### src/shared/vaoc_defines.vh
`ifndef VAOC_DEFINES_VH
`define VAOC_DEFINES_VH
`define VAOC_IDX_RED_OFS   8'h09
`define VAOC_IDX_GRN_OFS   8'h0A
`define VAOC_IDX_BLU_OFS   8'h0B
`define VAOC_IDX_OFS_CFG   8'h0C
`define VAOC_IDX_BW_PEAK   8'h0D
`define VAOC_IDX_TOT_HI    8'h0E
`define VAOC_IDX_TOT_LO    8'h0F
`define VAOC_IDX_PHASE     8'h10
`define VAOC_IDX_PRE_CST   8'h11
`define VAOC_IDX_POST_CST  8'h12
`define VAOC_IDX_CONTROL   8'h13
`define VAOC_RST_OFS       8'h80
`define VAOC_RST_OFS_CFG   8'h00
`define VAOC_RST_BW_PEAK   8'h2E
`define VAOC_RST_TOT_HI    8'h03
`define VAOC_RST_TOT_LO    8'h20
`define VAOC_RST_PHASE     8'h00
`define VAOC_RST_CST       8'h04
`define VAOC_RST_CONTROL   8'h00
`define VAOC_DIG_MID       8'h80
`define VAOC_CTL_AUTO_BLACK_LEVEL_COMP_BIT  0
`define VAOC_CTL_CLAMP_BIT 1
`endif
### src/rtl/vaoc_chan_offset.v
`timescale 1ns/10ps
// one channel: digital offset and ten-bit converter setting with clamp-timed update
module vaoc_chan_offset (
  input  wire              clk_i,
  input  wire              rst_i,
  input  wire [7:0]        offset_i,
  input  wire [1:0]        low_bits_i,
  input  wire              auto_comp_i,
  input  wire              load_i,
  output reg  signed [8:0] digital_offset_o,
  output reg  [9:0]        conv_setting_o
);
  `include "vaoc_defines.vh"
  wire [9:0] next_conv = {offset_i, low_bits_i};
  wire signed [8:0] next_dig = $signed({1'b0, offset_i}) - $signed({1'b0, `VAOC_DIG_MID});

  // digital offset follows register while compensation runs
  always @(posedge clk_i) begin
    if (rst_i) begin
      digital_offset_o <= 9'h000;
      conv_setting_o   <= {`VAOC_RST_OFS, 2'b00};
    end else begin
      if (auto_comp_i)
        digital_offset_o <= next_dig;
      else
        digital_offset_o <= 9'h000;
      if (load_i)
        conv_setting_o <= next_conv;
    end
  end
endmodule // vaoc_chan_offset

### src/rtl/vaoc_regs.v
// Register access over Wishbone was left to the implementer.
`timescale 1ns/10ps
// offset, bandwidth and pll configuration registers on classic wishbone
module vaoc_regs (
  input  wire        clk_i,
  input  wire        rst_i,
  input  wire        wb_cyc_i,
  input  wire        wb_stb_i,
  input  wire        wb_we_i,
  input  wire [31:0] wb_adr_i,
  input  wire [31:0] wb_dat_i,
  input  wire [3:0]  wb_sel_i,
  input  wire        clamp_i,
  output reg  [31:0] wb_dat_o,
  output reg         wb_ack_o,
  output reg         wb_err_o,
  output reg         auto_comp_o,
  output reg  [8:0]  red_dig_offset_o,
  output reg  [8:0]  grn_dig_offset_o,
  output reg  [8:0]  blu_dig_offset_o,
  output reg  [9:0]  red_conv_o,
  output reg  [9:0]  grn_conv_o,
  output reg  [9:0]  blu_conv_o,
  output reg         conv_range_o,
  output reg  [2:0]  frontend_corner_code_o,
  output reg  [3:0]  peaking_o,
  output reg  [13:0] pll_pixel_total_o,
  output reg  [5:0]  sample_phase_o,
  output reg  [7:0]  pre_coast_lines_o,
  output reg  [7:0]  post_coast_lines_o
);
  `include "vaoc_defines.vh"

  reg  [7:0] red_channel_offset;
  reg  [7:0] green_channel_offset;
  reg  [7:0] blue_channel_offset;
  reg  [7:0] offset_converter_config;
  reg  [7:0] frontend_bandwidth_peaking;
  reg  [7:0] line_pixel_total_high;
  reg  [7:0] line_pixel_total_low;
  reg  [7:0] sample_phase_select;
  reg  [7:0] coast_lines_before_vsync;
  reg  [7:0] coast_lines_after_vsync;
  reg  [7:0] control;
  reg        clamp_s1;
  reg        clamp_s2;
  reg        clamp_d;
  reg        conv_pending;
  reg  [7:0] next_rdata;
  reg        hit;

  wire       req     = wb_cyc_i & wb_stb_i & ~wb_ack_o & ~wb_err_o;
  wire [7:0] idx     = wb_adr_i[9:2];
  wire       aligned = (wb_adr_i[1:0] == 2'b00) && (wb_adr_i[31:10] == 22'h000000);
  wire       wr      = req & wb_we_i & hit & wb_sel_i[0];
  wire       clamp_sel  = control[`VAOC_CTL_CLAMP_BIT];
  wire       clamp_rise = clamp_s2 & ~clamp_d;
  // converters take new values at clamp edge when clamp selected, else at once
  wire       conv_load  = clamp_sel ? (clamp_rise & conv_pending) : 1'b1;
  wire [8:0] red_dig;
  wire [8:0] grn_dig;
  wire [8:0] blu_dig;
  wire [9:0] red_cv;
  wire [9:0] grn_cv;
  wire [9:0] blu_cv;

  // one write strobe per register, from the decoded index
  wire       wr_red  = wr & (idx == `VAOC_IDX_RED_OFS);
  wire       wr_grn  = wr & (idx == `VAOC_IDX_GRN_OFS);
  wire       wr_blu  = wr & (idx == `VAOC_IDX_BLU_OFS);
  wire       wr_cfg  = wr & (idx == `VAOC_IDX_OFS_CFG);
  wire       wr_bwp  = wr & (idx == `VAOC_IDX_BW_PEAK);
  wire       wr_hi   = wr & (idx == `VAOC_IDX_TOT_HI);
  wire       wr_lo   = wr & (idx == `VAOC_IDX_TOT_LO);
  wire       wr_phs  = wr & (idx == `VAOC_IDX_PHASE);
  wire       wr_pre  = wr & (idx == `VAOC_IDX_PRE_CST);
  wire       wr_post = wr & (idx == `VAOC_IDX_POST_CST);
  wire       wr_ctl  = wr & (idx == `VAOC_IDX_CONTROL);
  // any write that changes a converter input
  wire       wr_conv = wr_red | wr_grn | wr_blu | wr_cfg;

  // output reset values taken apart from the register defaults
  localparam [15:0] RST_TOTAL = {`VAOC_RST_TOT_HI, `VAOC_RST_TOT_LO};
  localparam [7:0]  RST_BWP   = `VAOC_RST_BW_PEAK;
  localparam [7:0]  RST_PHS   = `VAOC_RST_PHASE;
  localparam [7:0]  RST_CFG   = `VAOC_RST_OFS_CFG;
  localparam [7:0]  RST_CTL   = `VAOC_RST_CONTROL;

  // address decode and read mux
  always @* begin
    hit = aligned;
    next_rdata = 8'h00;
    case (idx)
      `VAOC_IDX_RED_OFS:  next_rdata = red_channel_offset;
      `VAOC_IDX_GRN_OFS:  next_rdata = green_channel_offset;
      `VAOC_IDX_BLU_OFS:  next_rdata = blue_channel_offset;
      `VAOC_IDX_OFS_CFG:  next_rdata = offset_converter_config;
      `VAOC_IDX_BW_PEAK:  next_rdata = frontend_bandwidth_peaking;
      `VAOC_IDX_TOT_HI:   next_rdata = line_pixel_total_high;
      `VAOC_IDX_TOT_LO:   next_rdata = line_pixel_total_low;
      `VAOC_IDX_PHASE:    next_rdata = sample_phase_select;
      `VAOC_IDX_PRE_CST:  next_rdata = coast_lines_before_vsync;
      `VAOC_IDX_POST_CST: next_rdata = coast_lines_after_vsync;
      `VAOC_IDX_CONTROL:  next_rdata = control;
      default:            hit = 1'b0;
    endcase
  end

  // bus answer: registered ack or err one cycle after the request, held one cycle, then drop
  always @(posedge clk_i) begin
    if (rst_i) begin
      wb_ack_o <= 1'b0;
      wb_err_o <= 1'b0;
      wb_dat_o <= 32'h00000000;
    end else begin
      wb_ack_o <= req & hit;
      wb_err_o <= req & ~hit;
      if (req & hit & ~wb_we_i)
        wb_dat_o <= {24'h000000, next_rdata};
    end
  end

  // red channel offset, midpoint after reset
  always @(posedge clk_i) begin
    if (rst_i)
      red_channel_offset <= `VAOC_RST_OFS;
    else if (wr_red)
      red_channel_offset <= wb_dat_i[7:0];
  end

  // green channel offset, midpoint after reset
  always @(posedge clk_i) begin
    if (rst_i)
      green_channel_offset <= `VAOC_RST_OFS;
    else if (wr_grn)
      green_channel_offset <= wb_dat_i[7:0];
  end

  // blue channel offset, midpoint after reset
  always @(posedge clk_i) begin
    if (rst_i)
      blue_channel_offset <= `VAOC_RST_OFS;
    else if (wr_blu)
      blue_channel_offset <= wb_dat_i[7:0];
  end

  // converter range and low bits
  always @(posedge clk_i) begin
    if (rst_i)
      offset_converter_config <= `VAOC_RST_OFS_CFG;
    else if (wr_cfg)
      offset_converter_config <= wb_dat_i[7:0];
  end

  // front-end corner and peaking
  always @(posedge clk_i) begin
    if (rst_i)
      frontend_bandwidth_peaking <= `VAOC_RST_BW_PEAK;
    else if (wr_bwp)
      frontend_bandwidth_peaking <= wb_dat_i[7:0];
  end

  // pixel total high bits, held until the low byte is written
  always @(posedge clk_i) begin
    if (rst_i)
      line_pixel_total_high <= `VAOC_RST_TOT_HI;
    else if (wr_hi)
      line_pixel_total_high <= wb_dat_i[7:0];
  end

  // pixel total low byte
  always @(posedge clk_i) begin
    if (rst_i)
      line_pixel_total_low <= `VAOC_RST_TOT_LO;
    else if (wr_lo)
      line_pixel_total_low <= wb_dat_i[7:0];
  end

  // sampling phase
  always @(posedge clk_i) begin
    if (rst_i)
      sample_phase_select <= `VAOC_RST_PHASE;
    else if (wr_phs)
      sample_phase_select <= wb_dat_i[7:0];
  end

  // lines coasted before vertical sync
  always @(posedge clk_i) begin
    if (rst_i)
      coast_lines_before_vsync <= `VAOC_RST_CST;
    else if (wr_pre)
      coast_lines_before_vsync <= wb_dat_i[7:0];
  end

  // lines coasted after vertical sync
  always @(posedge clk_i) begin
    if (rst_i)
      coast_lines_after_vsync <= `VAOC_RST_CST;
    else if (wr_post)
      coast_lines_after_vsync <= wb_dat_i[7:0];
  end

  // compensation enable and clamp select, upper bits read as zero
  always @(posedge clk_i) begin
    if (rst_i)
      control <= `VAOC_RST_CONTROL;
    else if (wr_ctl)
      control <= {6'h00, wb_dat_i[1:0]};
  end

  // clamp pin synchroniser, edge detect and pending converter update
  always @(posedge clk_i) begin
    if (rst_i) begin
      clamp_s1     <= 1'b0;
      clamp_s2     <= 1'b0;
      clamp_d      <= 1'b0;
      conv_pending <= 1'b0;
    end else begin
      clamp_s1 <= clamp_i;
      clamp_s2 <= clamp_s1;
      clamp_d  <= clamp_s2;
      // a new write in the edge cycle keeps the request alive
      if (wr_conv)
        conv_pending <= 1'b1;
      else if (clamp_rise)
        conv_pending <= 1'b0;
    end
  end

  vaoc_chan_offset u_red (
    .clk_i            (clk_i),
    .rst_i            (rst_i),
    .offset_i         (red_channel_offset),
    .low_bits_i       (offset_converter_config[3:2]),
    .auto_comp_i      (control[`VAOC_CTL_AUTO_BLACK_LEVEL_COMP_BIT]),
    .load_i           (conv_load),
    .digital_offset_o (red_dig),
    .conv_setting_o   (red_cv)
  );
  vaoc_chan_offset u_grn (
    .clk_i            (clk_i),
    .rst_i            (rst_i),
    .offset_i         (green_channel_offset),
    .low_bits_i       (offset_converter_config[5:4]),
    .auto_comp_i      (control[`VAOC_CTL_AUTO_BLACK_LEVEL_COMP_BIT]),
    .load_i           (conv_load),
    .digital_offset_o (grn_dig),
    .conv_setting_o   (grn_cv)
  );
  vaoc_chan_offset u_blu (
    .clk_i            (clk_i),
    .rst_i            (rst_i),
    .offset_i         (blue_channel_offset),
    .low_bits_i       (offset_converter_config[7:6]),
    .auto_comp_i      (control[`VAOC_CTL_AUTO_BLACK_LEVEL_COMP_BIT]),
    .load_i           (conv_load),
    .digital_offset_o (blu_dig),
    .conv_setting_o   (blu_cv)
  );

  // compensation flag and per-channel offsets toward the converters
  always @(posedge clk_i) begin
    if (rst_i) begin
      auto_comp_o      <= RST_CTL[`VAOC_CTL_AUTO_BLACK_LEVEL_COMP_BIT];
      red_dig_offset_o <= 9'h000;
      grn_dig_offset_o <= 9'h000;
      blu_dig_offset_o <= 9'h000;
      red_conv_o       <= {`VAOC_RST_OFS, 2'b00};
      grn_conv_o       <= {`VAOC_RST_OFS, 2'b00};
      blu_conv_o       <= {`VAOC_RST_OFS, 2'b00};
      conv_range_o     <= RST_CFG[0];
    end else begin
      auto_comp_o      <= control[`VAOC_CTL_AUTO_BLACK_LEVEL_COMP_BIT];
      red_dig_offset_o <= red_dig;
      grn_dig_offset_o <= grn_dig;
      blu_dig_offset_o <= blu_dig;
      red_conv_o       <= red_cv;
      grn_conv_o       <= grn_cv;
      blu_conv_o       <= blu_cv;
      conv_range_o     <= offset_converter_config[0];
    end
  end

  // front-end corner and peaking fields
  always @(posedge clk_i) begin
    if (rst_i) begin
      frontend_corner_code_o <= RST_BWP[3:1];
      peaking_o              <= RST_BWP[7:4];
    end else begin
      frontend_corner_code_o <= frontend_bandwidth_peaking[3:1];
      peaking_o              <= frontend_bandwidth_peaking[7:4];
    end
  end

  // pll fields: phase and coast counts follow their registers
  always @(posedge clk_i) begin
    if (rst_i) begin
      sample_phase_o     <= RST_PHS[5:0];
      pre_coast_lines_o  <= `VAOC_RST_CST;
      post_coast_lines_o <= `VAOC_RST_CST;
    end else begin
      sample_phase_o     <= sample_phase_select[5:0];
      pre_coast_lines_o  <= coast_lines_before_vsync;
      post_coast_lines_o <= coast_lines_after_vsync;
    end
  end

  // pixel total reaches the pll only on a low byte write, high bits from storage
  always @(posedge clk_i) begin
    if (rst_i)
      pll_pixel_total_o <= RST_TOTAL[13:0];
    else if (wr_lo)
      pll_pixel_total_o <= {line_pixel_total_high[5:0], wb_dat_i[7:0]};
  end
endmodule // vaoc_regs

### config.mk
export PLATFORM = sky130hd
export DESIGN_NAME = vaoc_regs
export DESIGN_NICKNAME = d
export VERILOG_FILES = /design/src/rtl/vaoc_chan_offset.v /design/src/rtl/vaoc_regs.v
export VERILOG_INCLUDE_DIRS = /design/src /design/src/shared
export SDC_FILE = /design/constraint.sdc
export NUM_CORES = 1
export LEC_CHECK = 0
export ABC_AREA = 1
export BUFFER_PORTS_ARGS = -buffer_cell sky130_fd_sc_hd__buf_2
export CAP_MARGIN = 10
export CORE_MARGIN = 1
export CORE_UTILIZATION = 28
export CTS_CLUSTER_DIAMETER = 150
export DETAILED_ROUTE_END_ITERATION = 10
export PLACE_DENSITY = 0.6
export SLEW_MARGIN = 30
export SYNTH_ARGS = -nofsm -noshare
export SYNTH_HDL_FRONTEND = slang
export SYNTH_SLANG_ARGS = --single-unit
### constraint.sdc
create_clock -name clk_i -period 1.5 [get_ports clk_i]
set_input_delay 0 -clock clk_i [delete_from_list [all_inputs] [get_ports clk_i]]
set_output_delay 0 -clock clk_i [all_outputs]
set_load 0.02 [all_outputs]
Word level (Yosys, flattened, before mapping)
Cells that the tools add are included.
- RAM bits: 0
- bits of input ports: 74
- memories kept: 0
- output and inout port bits: 136
- ROM bits: 0
- word-level logic and storage cells: 94
- register bits after elaboration: 255
- bits in latches: 0
- shift operators: 0
- equality and inequality tests: 11
- mux-type cells: 5
- bitwise logic cells: 31
- reduce and logical (&&, ||, !) cells: 6
- $lt $le $gt $ge: 0
- add/subtract/negate cells: 3
- div/mod/pow operators: 0
- multiply operators: 0
- operators with widths (cell ; number):
    $pmux W8 S11 ; 1
    $eq A8 B4 Y1 const B ; 7
    $eq A8 B5 Y1 const B ; 4
    $sub A8 B8 Y9 const B ; 3
    $and A1 B1 Y1 ; 22
    $logic_not A22 Y1 ; 1
    $reduce_or A11 Y1 ; 1
    $not A1 Y1 ; 6
    $mux W1 ; 4
    $or A1 B1 Y1 ; 3
    $logic_not A2 Y1 ; 1
    $reduce_bool A2 Y1 ; 1
    $reduce_or A2 Y1 ; 1
    $logic_and A1 B1 Y1 ; 1

Logic depth before layout (Yosys ltp)
Gate-level depths: netlist (run 1).
- word-level depth: 11
- depth in mapped cells: 12
- depth with buffers taken out: 11

Cells and area by module
From an unflattened synthesis (run 1), not the netlist that was laid out.
- cell total of the unflattened synthesis: 1346
- area total of the unflattened synthesis: 9606.7 µm²
- by module, submodules not included (module ; cells an instance ; sequential area each (µm²) ; instances ; area each (µm²)):
    vaoc_regs ; 1103 ; 3803.6 ; 1 ; 7756.2
    vaoc_chan_offset ; 81 ; 360.3 ; 3 ; 616.8

Worst setup path after synthesis (run 1)
Ideal clock, no wire load.
- path type: register -> register
- start point: register wb_ack_o
- end point: register blue_channel_offset[7]
- data required time: 1.366 ns
- library setup time: 0.134 ns
- arrival time: 1.602 ns
- clock period less this slack: 1.736 ns
- cell stages (with the launch flop): 7
- buffers on the path: 2
- path slack: -0.236 ns
- path through: dfxtp_1 -> nor3_1 -> buf_6 -> nand4_4 -> buf_6 -> nand2_1 -> nand3_1
- longest elaborated chain between the ends: 7
- RTL lines (element ; RTL line ; source):
    start: declaration ; vaoc_regs.v:15 ; output reg wb_ack_o,
    start signal: assignment ; vaoc_regs.v:116 ; wb_ack_o <= req & hit;
    $not A1 Y1 ; vaoc_regs.v:52 ; wire req = wb_cyc_i & wb_stb_i & ~wb_ack_o & ~wb_err_o;
    $and A1 B1 Y1 (2 in series) ; vaoc_regs.v:52 ;
    $and A1 B1 Y1 (3 in series) ; vaoc_regs.v:55 ; wire wr = req & wb_we_i & hit & wb_sel_i[0];
    $and A1 B1 Y1 ; vaoc_regs.v:70 ; wire wr_blu = wr & (idx == `VAOC_IDX_BLU_OFS);
    end signal: assignment ; vaoc_regs.v:142 ; blue_channel_offset <= `VAOC_RST_OFS;
    end signal: assignment ; vaoc_regs.v:144 ; blue_channel_offset <= wb_dat_i[7:0];
    end: declaration ; vaoc_regs.v:36 ; reg [7:0] blue_channel_offset;
Every way passes these cells.
A chain may end at the register's enable or synchronous reset.

Worst setup path in the final report (run 1)
- start point: register wb_ack_o
- end point: register conv_pending
- longest elaborated chain between the ends: 11
- elaborated cells on any way between the ends: 15
- those cells by class: mux: 1; bitwise: 13; reduce/logical: 1
- RTL lines (element ; RTL line ; source):
    $not A1 Y1 * ; vaoc_regs.v:52 ;
    $and A1 B1 Y1 * (2 in series) ; vaoc_regs.v:52 ;
    $and A1 B1 Y1 * (3 in series) ; vaoc_regs.v:55 ;
    $and A1 B1 Y1, on equally long branches ; vaoc_regs.v:68, vaoc_regs.v:69 ;
    $or A1 B1 Y1 (2 in series) ; vaoc_regs.v:80 ; wire wr_conv = wr_red | wr_grn | wr_blu | wr_cfg;
    $or A1 B1 Y1 * ; vaoc_regs.v:80 ;
    $mux W1 or $reduce_bool A2 Y1 (tied branches) ; - ;
    end signal: assignment ; vaoc_regs.v:217 ; conv_pending <= 1'b0;
    end signal: assignment ; vaoc_regs.v:224 ; conv_pending <= 1'b1;
    end signal: assignment ; vaoc_regs.v:226 ; conv_pending <= 1'b0;
    end: declaration ; vaoc_regs.v:48 ; reg conv_pending;
Every way passes the cells marked *; elsewhere a longest branch is shown, timed or not.

==> metrics.md, run 1 <==
| Metric | Value |
|---|---|
| Final Hold Vio Count | 0 |
| CTS resizes | 0 |
| Pwr Total | 13.2 mW |
| Max Cap Viol | 0 |
| Post-synthesis instance area | 9210 um2 |
| Row Count | 66 |
| Fin Clk Skew | ~14 ps |
| Internal | ~10 mW |
| Root buffer cell | clkbuf_16 |
| CP endpoint kind | flop |
| Port Buffers | about 160 |
| GRT overflow | 0 |
| Ant diodes | 0 |
| Leakage | ~5.9 nW |
| WL per Instance | ~13 um |
| Slew margin rel. | 0.450 |
| Power Dens Cells | between 1000 and 1500 nW/um2 |
| Max Clk Rate | between 0.7 and 0.8 GHz |
| Detailed Place HPWL | ~18 mm |
| Post-synth EDFFs | 0 |
| DR iter-0 viols | around 500 |
| Clock Sinks | approximately 240 |
| Yosys reg bits | 241 |
| CP max FO | 14 |
| CTS tree | yes |
| Post-synthesis async set-or-reset flop share | 0 |
| Layout cell share with drive strength beyond 1 | 0.193 |
| Part of the power in the clock network | 0.478 |
| DRC | 0 |
| Worst EP arrival | between 1500 and 2000 ps |
| CTS Buffer Depth | 3 |
| Routability cong. | 0.844 |
| Largest net degree at the start of global routing | 65 |
| Sequential standard cell area | about 4800 um2 |
| Critical path type | flop to flop |
| Core Region | 32500 um2 |
| Ys flop type | dfxtp_1 |
| Net switching power | roughly 3 mW |
| Crit start category | flop |
| Final-report max-slew violation count | 0 |
| Post-CTS Setup Repair Bufs | 0 |
| Sw Share | 0.227 |
| 1st-pass router iterations | 6 |
| Die span in y | about 180 um |
| Total Wirelength | around 25 mm |
| Area growth syn-to-layout | 26.2% |
| Sequential share of the synthesized area | 0.524 |
| Worst path required time | slightly below 2000 ps |
| H-tree levels | 1 |
| IO Count | 210 |
| Layout fillers | 3411 |
| Total CTS buffers | 26 |
| RSZ-0062 raised after global routing | true |
| First-pass GRT wire length | 39.2 mm |
| # nets final | between 1500 and 2000 |
| Yosys cell types | 25 |
| Final cell count without fillers | 1901 |
| Final Cycle Share | 0.932 |
| Combinational share of power | 0.037 |
| Initial core utilization | 0.284 |
| Latest clock arrival within the worst-skew pair | around 530 ps |
| Post-Synthesis Cells | roughly 1300 |
| Final setup fails | 0 |
| Slew at the pin closest to its max-slew limit | approximately 800 ps |
| Fin crit period | around 1400 ps |
| Status | finished, final reports clean |
| Cells after DPL | between 1500 and 2000 |
| Initial antenna violation count | 0 |
| Worst min path class | input pin to flop |
| Post-DRT Antenna Nets | 0 |
| Via count | roughly 7900 |
| Die width | approximately 180 um |
| Maximum vdd drop | 780 uV |
| Sequential power share | 0.485 |
| Vias in the first global route | 7315 |
| Synth warn | 0 |
| DIE AREA | around 34000 um2 |
| Multi-input gate area | around 3400 um2 |
| Tot GR Track Use | 0.148 |
| Number of vias per cell | ~4.2 |
| CTS clk-pin slew, worst paths | roughly 60 ps |
| Avg Cell Area, Syn | around 7.4 um2 |
-- cell usage in the layout (no fill, tap or decap), types with 2 or more instances in the layout --
cell type and n:
buf_2 158, conb_1 24, clkbuf_16 26, clkbuf_1 4, nand3_1 62, o21ai_0 49, or2_2 5, buf_12 9
clkinv_4 2, clkbuf_8 2, inv_1 156, a21oi_1 30, nor2_1 342, nor2_2 4, clkinv_2 9, inv_6 2
dfxtp_1 241, buf_4 44, bufinv_16 2, nor3_1 2, nand4_2 4, nand4_1 3, dlygate4sd3_1 13, nand2_1 251
nand4_4 6, nand3_2 2
-- Yosys cell counts, types with 5 or more instances --
master	number	area share
a21oi_1	30	0.016
buf_1	8	0.0033
buf_2	9	0.0049
buf_4	29	0.024
buf_6	8	0.0098
clkbuf_1	31	0.013
dfxtp_1	241	0.52
inv_1	157	0.064
nand2_1	251	0.10
nand3_1	62	0.034
nand4_4	6	0.014
nor2_1	342	0.14
o21ai_0	49	0.027
or2_2	5	0.0034
-- worst max-delay path, stage by stage, from the launching register on --
cell	delay, ps
dfxtp_1	340
nor3_4	220
buf_12	200
nand2_1	100
nor2_2	110
buf_4	160
nand2_1	80
a21oi_1	120
-- area by class of cell --
cell class / count / share of cell area
Clock inverter: 16 / 0.0137
Inverter: 158 / 0.0511
Sequential cell: 241 / 0.415
Timing Repair Buffer: 224 / 0.123
Clock buffer: 32 / 0.0596
Tap cell: 442 / 0.0476
Multi-Input combinational cell: 788 / 0.290
-- routing by layer --
layer  up-vias  track usage  routed length, um
met2       269        0.241              11100
li1       4073            -                  -
met4         0       0.0347                493
met1      3569        0.204              11600
met3        35       0.0230               1560
met5         -            0                  0
-- logic make-up after synthesis --
logic type,Yosys count,synth area share
AOI/OAI and AO/OA,80,0.0436
other,1,0.000407
DFF,241,0.524
and+or+nand+nor,684,0.311
buffers and inverters,244,0.121
-- power by group through the flow --
stage / clock network (mW) / registers [mW] / logic [mW]
2_1_floorplan: 0 / 6.55 / 0.297
4_1_cts: 6.48 / 6.40 / 0.485
5_1_grt: 6.72 / 6.40 / 0.527
6_report: 6.32 / 6.41 / 0.485
3_3_place_gp: 0 / 6.55 / 0.457
3_5_place_dp: 0 / 6.55 / 0.457
-- registers in the layout, summed over array words and instances (netlist names), 10 cells and up --
signal	count
blu_conv_o	10
grn_conv_o	10
red_conv_o	10
u_blu.conv_setting_o	10
u_grn.conv_setting_o	10
u_red.conv_setting_o	10
-- repair_timing --
action | CTS | global route
endpoints found under the setup margin | 0 | 1
endpoints found under the hold margin | 94 | 0
hold buffers | 13 | 0
-- final timing paths --
path	cells past startpoint	startpoint	end	slack (ps)
max reg2reg	7	wb_ack_o	conv_pending	100
max	7	wb_ack_o	conv_pending	100
min reg2reg	2	u_red.digital_offset_o[7]	red_dig_offset_o[7]	400
min	6	wb_cyc_i	wb_err_o	20
-- per-stage QoR --
step / worst slack, ps / TNS [ps] / util / hold WS (ps) / area, um2
global route: -2.87 / -2.87 / 0.358 / 27.7 / 11600
floorplan: 24.8 / 0 / - / 107 / 9300
global placement: -122 / -1370 / 0.328 / 211 / 10600
CTS: 109 / 0 / 0.358 / 1.68 / 11600
detailed placement: -121 / -3570 / 0.328 / 215 / 10600
finish: 102 / 0 / 0.358 / 19.5 / 11600
(Power assumes the default switching activity.)
==> inputs of run 2 (changes only) <==
--- a/config.mk
+++ b/config.mk
@@ -13,8 +13,8 @@
 export CORE_UTILIZATION = 28
 export CTS_CLUSTER_DIAMETER = 150
 export DETAILED_ROUTE_END_ITERATION = 10
-export PLACE_DENSITY = 0.6
 export SLEW_MARGIN = 30
 export SYNTH_ARGS = -nofsm -noshare
 export SYNTH_HDL_FRONTEND = slang
+export SYNTH_HIERARCHICAL = 1
 export SYNTH_SLANG_ARGS = --single-unit
==> metrics.md, run 2 <==
| Metric | Value |
|---|---|
| DRC | 0 (unchanged) |
| Ys flop type | dfxtp_1 (unchanged) |
| Port Buffers | 158 (unchanged) |
| CTS clk-pin slew, worst paths | 60 ps (about the same) |
| Post-synthesis async set-or-reset flop share | 0 (unchanged) |
| Worst path required time | 1960 ps (was 1970 ps) |
| Post-synthesis instance area | 9610 um2 (was 9210 um2) |
| Worst EP arrival | 1900 ps (was 1870 ps) |
| Yosys reg bits | 244 (was 241) |
| Yosys cell types | 29 (was 25) |
| Post-synth top area share | 0.508 (was 0.524) |
| WL per Instance | 12.8 um (was 13.1 um) |
| IO Count | 210 (unchanged) |
| Slowest cell on the critical path | dfxtp_2 (was dfxtp_1) |
| Ant diodes | 0 (unchanged) |
| H-tree levels | 1 (unchanged) |
| Via count | 8170 (was 7946) |
| DIE AREA | 35100 um2 (was 33600 um2) |
| Synth Area in XOR/XNOR | 0 (unchanged) |
| Initial antenna violation count | 0 (unchanged) |
| Post-Synth Simple-Gate Area | 0.352 (was 0.311) |
| Avg Cell Area, Syn | 7.14 um2 (was 7.37 um2) |
| Root buffer cell | clkbuf_16 (unchanged) |
| Tot GR Track Use | 0.143 (was 0.148) |
| Routability cong. | 0.832 (was 0.844) |
| Most Frequent Cell on Critical Path | buf_6 (was nand2_1) |
| CTS tree | yes (unchanged) |
| Most common cell in the netlist | nor2_1 (unchanged) |
| CP max FO | 6 (was 14) |
| Total CTS buffers | 26 (unchanged) |
| Leakage | 6.33 nW (was 5.86 nW) |
| Largest net degree at the start of global routing | 49 (was 65) |
| Pwr Total | 14.2 mW (was 13.2 mW) |
| Total Wirelength | 25.5 mm (was 24.8 mm) |
| CTS Buffer Depth | 3 (unchanged) |
| Max Cap Viol | 0 (unchanged) |
| Post-Synth Adder-Cell Area | 0 (unchanged) |
| Most frequent cells in the layout | 392 x nor2_1, 326 x nand2_1, 243 x dfxtp_1 (was 342 x nor2_1, 251 x nand2_1, 241 x dfxtp_1) |
| Post-CTS Setup Repair Bufs | 0 (unchanged) |
| Area growth syn-to-layout | 26.0% (was 26.2%) |
| Synth warn | 6 (was 0) |
| Sequential standard cell area | 4890 um2 (was 4820 um2) |
| Maximum vdd drop | 767 uV (was 780 uV) |
| Latest clock arrival within the worst-skew pair | 540 ps (was 530 ps) |
| Status | finished, final reports clean (unchanged) |
| Post-synth EDFFs | 0 (unchanged) |
| First-pass GRT wire length | 39.8 mm (was 39.2 mm) |
| DR iter-0 viols | 487 (was 493) |
| Post-Synthesis Cells | 1346 (was 1250) |
| Clock Sinks | 244 (was 241) |
| # nets final | 1603 (was 1513) |
| Worst-path cell chain | nor3_4 > buf_6 > nand2_2 > nor2_4 > buf_6 > nand2_1 > a21oi_1 (was nor3_4 > buf_12 > nand2_1 > nor2_2 > buf_4 > nand2_1 > a21oi_1) |
| Commonest non-fill, non-tap cell in the layout | nor2_1 (unchanged) |
| Yosys top cell by area | dfxtp_1 (unchanged) |
| Final Cycle Share | 0.957 (was 0.932) |
| Final-report max-slew violation count | 0 (unchanged) |
| Fin Clk Skew | 11.1 ps (was 14.3 ps) |
| Vias in the first global route | 7463 (was 7315) |
| Core Region | 33600 um2 (was 32500 um2) |
| Power Dens Cells | 1180 nW/um2 (was 1140 nW/um2) |
| Post-synth top cells | 392 x nor2_1, 327 x nand2_1, 244 x dfxtp_1 (was 342 x nor2_1, 251 x nand2_1, 241 x dfxtp_1) |
| Row Count | 67 (was 66) |
| Final Hold Vio Count | 0 (unchanged) |
| Worst min path class | input pin to flop (unchanged) |
| Mux contribution to synthesized area | 0 (unchanged) |
| Largest family of logic cells by synthesized area | simple AND/OR/NAND/NOR gates (unchanged) |
| Die width | 187 um (was 183 um) |
| CP endpoint kind | flop (unchanged) |
| Final setup fails | 0 (unchanged) |
| Crit start category | flop (unchanged) |
| Initial core utilization | 0.286 (was 0.284) |
| Cells after DPL | 1938 (was 1840) |
| Max Clk Rate | 0.697 GHz (was 0.715 GHz) |
| Sequential share of the synthesized area | 0.508 (was 0.524) |
| Synth Area in Compound Gates | 0.00794 (was 0.0436) |
| Crit path largest cell delay | 350 ps (was 340 ps) |
| GRT overflow | 0 (unchanged) |
| Multi-input gate area | 3590 um2 (was 3370 um2) |
| Top post-synthesis cells by area | dfxtp_1 51%, nor2_1 15%, nand2_1 13% (was dfxtp_1 52%, nor2_1 14%, nand2_1 10%) |
| RSZ-0062 raised after global routing | true (unchanged) |
| Die span in y | 187 um (was 183 um) |
| Layout cell share with drive strength beyond 1 | 0.187 (was 0.193) |
| Final cell count without fillers | 1995 (was 1901) |
| Number of vias per cell | 4.10 (was 4.18) |
| Post-DRT Antenna Nets | 0 (unchanged) |
| Fin crit period | 1440 ps (was 1400 ps) |
| Detailed Place HPWL | 18.4 mm (was 17.5 mm) |
| 1st-pass router iterations | 5 (was 6) |
| Critical path type | flop to flop (unchanged) |
| Layout fillers | 3573 (was 3411) |
[run 2: path summary, 6_finish.rpt]
kind	start	to	slack (ps)	cells after the start
worst max-delay path	wb_err_o	conv_pending	60	7
worst min-delay path	wb_adr_i[8]	conv_pending	30	6
worst max register to register	wb_err_o	conv_pending	60	7
worst min register to register	u_blu/digital_offset_o[5]	blu_dig_offset_o[5]	400	2
[run 2: power by group]
part / switching (mW) / total (mW) / internal (mW) / leakage (nW)
Sequential: 0.00286 / 6.49 / 6.48 / 1.97
Combinational: 0.332 / 0.461 / 0.129 / 3.89
Clock: 2.66 / 7.29 / 4.63 / 0.480
[run 2: repair_timing]
item,in CTS,in global routing
resized for setup,0,11
endpoints found under the hold margin,117,0
hold buffers,11,0
setup endpoints to repair,0,70
[run 2: cells by family (layout without fill, tap and decap cells)]
group | count (synthesis) | in the layout
other | 1 | 24
buffers and inverters | 273 | 451
and+or+nand+nor | 813 | 813
AOI/OAI and AO/OA | 15 | 15
DFF | 244 | 244
[run 2: cell type report]
| class | count | share of cell area |
|---|---|---|
| Clock buffer | 32 | 0.0597 |
| Clock inverter | 14 | 0.0222 |
| Inverter | 190 | 0.0589 |
| Multi-Input combinational cell | 852 | 0.296 |
| Sequential cell | 244 | 0.404 |
| Tap cell | 448 | 0.0463 |
| Timing Repair Buffer | 215 | 0.113 |
[run 2: critical path: cells and delay by family, from the launching register on]
kind                   cells  cell delay, ps
AO/OA/AOI/OAI              1             110
AND/OR/NAND/NOR            4             570
flip-flops                 1             350
buffers and inverters      2             330
[run 2: per-stage QoR]
stage                     TNS [ps]  cell area, um2  worst slack (ps)  utilization  hold WS (ps)
after CTS                        0           12100              25.1        0.359          4.70
after floorplan                  0            9710              22.1            -           107
after detailed placement      -207           11000             -30.7        0.326           241
final                            0           12100              64.9        0.360          31.5
after global routing         -28.4           12100             -28.4        0.360          58.1
after global placement       -7.89           11000             -6.51        0.326           247
[run 2: routing by layer]
metal  global-route usage  vias to the layer above  wire length, um
li1                     -                     4247                -
met1                0.205                     3631            12400
met2                0.223                      252            11100
met3               0.0208                       40             1490
met4               0.0363                        0              539
met5                    0                        -                0
==> inputs of run 3 (changes only) <==
--- a/config.mk
+++ b/config.mk
@@ -6,7 +6,6 @@
 export SDC_FILE = /design/constraint.sdc
 export NUM_CORES = 1
 export LEC_CHECK = 0
-export ABC_AREA = 1
 export BUFFER_PORTS_ARGS = -buffer_cell sky130_fd_sc_hd__buf_2
 export CAP_MARGIN = 10
 export CORE_MARGIN = 1
==> metrics.md, run 3 <==
| Metric | Value |
|---|---|
| Via count | 6698 (was 8170) |
| DIE AREA | 32400 um2 (was 35100 um2) |
| Vias in the first global route | 6222 (was 7463) |
| First-pass GRT wire length | 37.1 mm (was 39.8 mm) |
| Worst path required time | 1940 ps (was 1960 ps) |
| Total CTS buffers | 25 (was 26) |
| FF-to-FF Start | wb_ack_o (was wb_err_o) |
| Leakage | 5.40 nW (was 6.33 nW) |
| Number of vias per cell | 4.49 (was 4.10) |
| Crit start category | flop (unchanged) |
| CP max FO | 6 (unchanged) |
| Sequential share of the synthesized area | 0.550 (was 0.508) |
| Yosys reg bits | 244 (unchanged) |
| Worst EP arrival | 2200 ps (was 1900 ps) |
| Ys flop type | dfxtp_1 (unchanged) |
| Routability cong. | 0.874 (was 0.832) |
| DR iter-0 viols | 410 (was 487) |
| Critical Path Start | wb_ack_o (was wb_err_o) |
| Core Region | 30900 um2 (was 33600 um2) |
| CTS Buffer Depth | 3 (unchanged) |
| Worst min path class | input pin to flop (unchanged) |
| Post-synth top cells | 244 x dfxtp_1, 97 x mux2i_1, 89 x nor2_1 (was 392 x nor2_1, 327 x nand2_1, 244 x dfxtp_1) |
| Detailed Place HPWL | 17.8 mm (was 18.4 mm) |
| Layout cell share with drive strength beyond 1 | 0.315 (was 0.187) |
| # nets final | 1155 (was 1603) |
| Initial antenna violation count | 0 (unchanged) |
| Clock Sinks | 244 (unchanged) |
| Total Wirelength | 24.8 mm (was 25.5 mm) |
| CTS tree | yes (unchanged) |
| Yosys top cell by area | dfxtp_1 (unchanged) |
| Commonest non-fill, non-tap cell in the layout | dfxtp_1 (was nor2_1) |
| Fin Clk Skew | 7.56 ps (was 11.1 ps) |
| Post-Synthesis Cells | 849 (was 1346) |
| Critical path type | flop to flop (unchanged) |
| Yosys cell types | 49 (was 29) |
| RSZ-0062 raised after global routing | true (unchanged) |
| CP endpoint kind | flop (unchanged) |
| Layout fillers | 3069 (was 3573) |
| Avg Cell Area, Syn | 10.5 um2 (was 7.14 um2) |
| Max Cap Viol | 0 (unchanged) |
| Area growth syn-to-layout | 34.0% (was 26.0%) |
| 1st-pass router iterations | 4 (was 5) |
| R2R depth | 6 (was 7) |
| Top post-synthesis cells by area | dfxtp_1 55%, mux2i_1 11%, nor2b_1 6.1% (was dfxtp_1 51%, nor2_1 15%, nand2_1 13%) |
| Power Dens Cells | 1150 nW/um2 (was 1180 nW/um2) |
| Post-synth top area share | 0.550 (was 0.508) |
| Final Cycle Share | 1.18 (was 0.957) |
| Post-DRT Antenna Nets | 0 (unchanged) |
| WL per Instance | 16.6 um (was 12.8 um) |
| Synth warn | 6 (unchanged) |
| Final Hold Vio Count | 0 (unchanged) |
| Hold Path Stages | 6 (unchanged) |
| Most frequent cells in the layout | 242 x dfxtp_1, 157 x buf_2, 96 x mux2i_1 (was 392 x nor2_1, 326 x nand2_1, 243 x dfxtp_1) |
| Fin crit period | 1760 ps (was 1440 ps) |
| Hold Crit Start | wb_adr_i[18] (was wb_adr_i[8]) |
| Tot GR Track Use | 0.148 (was 0.143) |
| Failing checks | negative setup slack |
| Status | complete, but fails checks (was finished, final reports clean) |
| Post-synthesis instance area | 8870 um2 (was 9610 um2) |
| Initial core utilization | 0.287 (was 0.286) |
| Latest clock arrival within the worst-skew pair | 520 ps (was 540 ps) |
| CTS clk-pin slew, worst paths | 60 ps (about the same) |
| Sequential standard cell area | 4890 um2 (about the same) |
| Die width | 180 um (was 187 um) |
| Pwr Total | 13.6 mW (was 14.2 mW) |
| GRT overflow | 0 (unchanged) |
| Final setup fails | 93 (was 0) |
| Row Count | 64 (was 67) |
| PnR worst setup slack | -263 ps (was 64.9 ps) |
| Maximum vdd drop | 645 uV (was 767 uV) |
| Post-synthesis async set-or-reset flop share | 0 (unchanged) |
| Root buffer cell | clkbuf_16 (unchanged) |
| WHS | 71.7 ps (was 31.5 ps) |
| Largest net degree at the start of global routing | 48 (was 49) |
| Post-synth EDFFs | 0 (unchanged) |
| Ant diodes | 0 (unchanged) |
| Final-report max-slew violation count | 0 (unchanged) |
| DRC | 0 (unchanged) |
| Most common cell in the netlist | dfxtp_1 (was nor2_1) |
| Max Clk Rate | 0.567 GHz (was 0.697 GHz) |
| IO Count | 210 (unchanged) |
| Port Buffers | 158 (unchanged) |
| H-tree levels | 1 (unchanged) |
| Multi-input gate area | 3830 um2 (was 3590 um2) |
| Die span in y | 180 um (was 187 um) |
==> run 3: per-stage QoR <==
step | utilization | std cells | setup WS (ps) | area [um2] | TNS (ps)
after global routing | 0.385 | 1493 | -337 | 11900 | -21750
after global placement | 0.343 | 1427 | -401 | 10600 | -27510
final | 0.385 | 1493 | -263 | 11900 | -13330
after detailed placement | 0.343 | 1427 | -434 | 10600 | -29370
after CTS | 0.381 | 1490 | -290 | 11800 | -18150
after floorplan | - | 872 | -480 | 9040 | -19150
==> run 3: power by group <==
group          total [mW]  switching [mW]  internal (mW)
registers            6.49         0.00171           6.48
clock network        6.58            2.46           4.12
logic               0.575           0.361          0.214
==> run 3: worst paths after layout <==
| kind | to | slack (ps) |
|---|---|---|
| setup / recovery | frontend_bandwidth_peaking[4] | -260 |
| hold / removal | wb_ack_o | 70 |
| setup reg to reg | frontend_bandwidth_peaking[4] | -260 |
| hold reg to reg | grn_dig_offset_o[1] | 430 |
==> run 3: per-layer routing <==
| layer | part of all wire | vias to the layer above | GRT usage |
|---|---|---|---|
| li1 | - | 3295 | - |
| met1 | 0.46 | 3141 | 0.203 |
| met2 | 0.45 | 226 | 0.235 |
| met3 | 0.069 | 36 | 0.0289 |
| met4 | 0.023 | 0 | 0.0438 |
| met5 | 0 | - | 0 |
==> run 3: cell families after synthesis <==
| family | Yosys count | share of synthesized area |
|---|---|---|
| AO/OA/AOI/OAI | 74 | 0.0524 |
| AND/OR/NAND/NOR | 339 | 0.212 |
| buffers and inverters | 81 | 0.0522 |
| flip-flops | 244 | 0.550 |
| other | 1 | 0.000423 |
| multiplexers | 110 | 0.132 |
==> run 3: worst max-delay path: stages, from the launching register on <==
cell	delay, ps
dfxtp_2	320
nand4bb_4	230
buf_6	150
buf_6	110
nor4b_4	260
and4_4	380
mux2i_1	230
==> run 3: what timing repair did <==
action	4_1_cts	5_1_grt
gates resized for setup	31	27
setup endpoints to repair	97	97
pin swaps	22	10
hold buffers	13	0
cloned	2	1
buffers inserted	5	3
endpoints found under the hold margin	60	0
==> run 3: cell type report <==
class / count / area share
flip-flops and latches: 244 / 0.411
well taps: 396 / 0.0417
clock inverters: 6 / 0.0109
inverters: 8 / 0.00253
clock buffers: 37 / 0.0631
repair buffers: 254 / 0.149
multi-input cells: 548 / 0.322
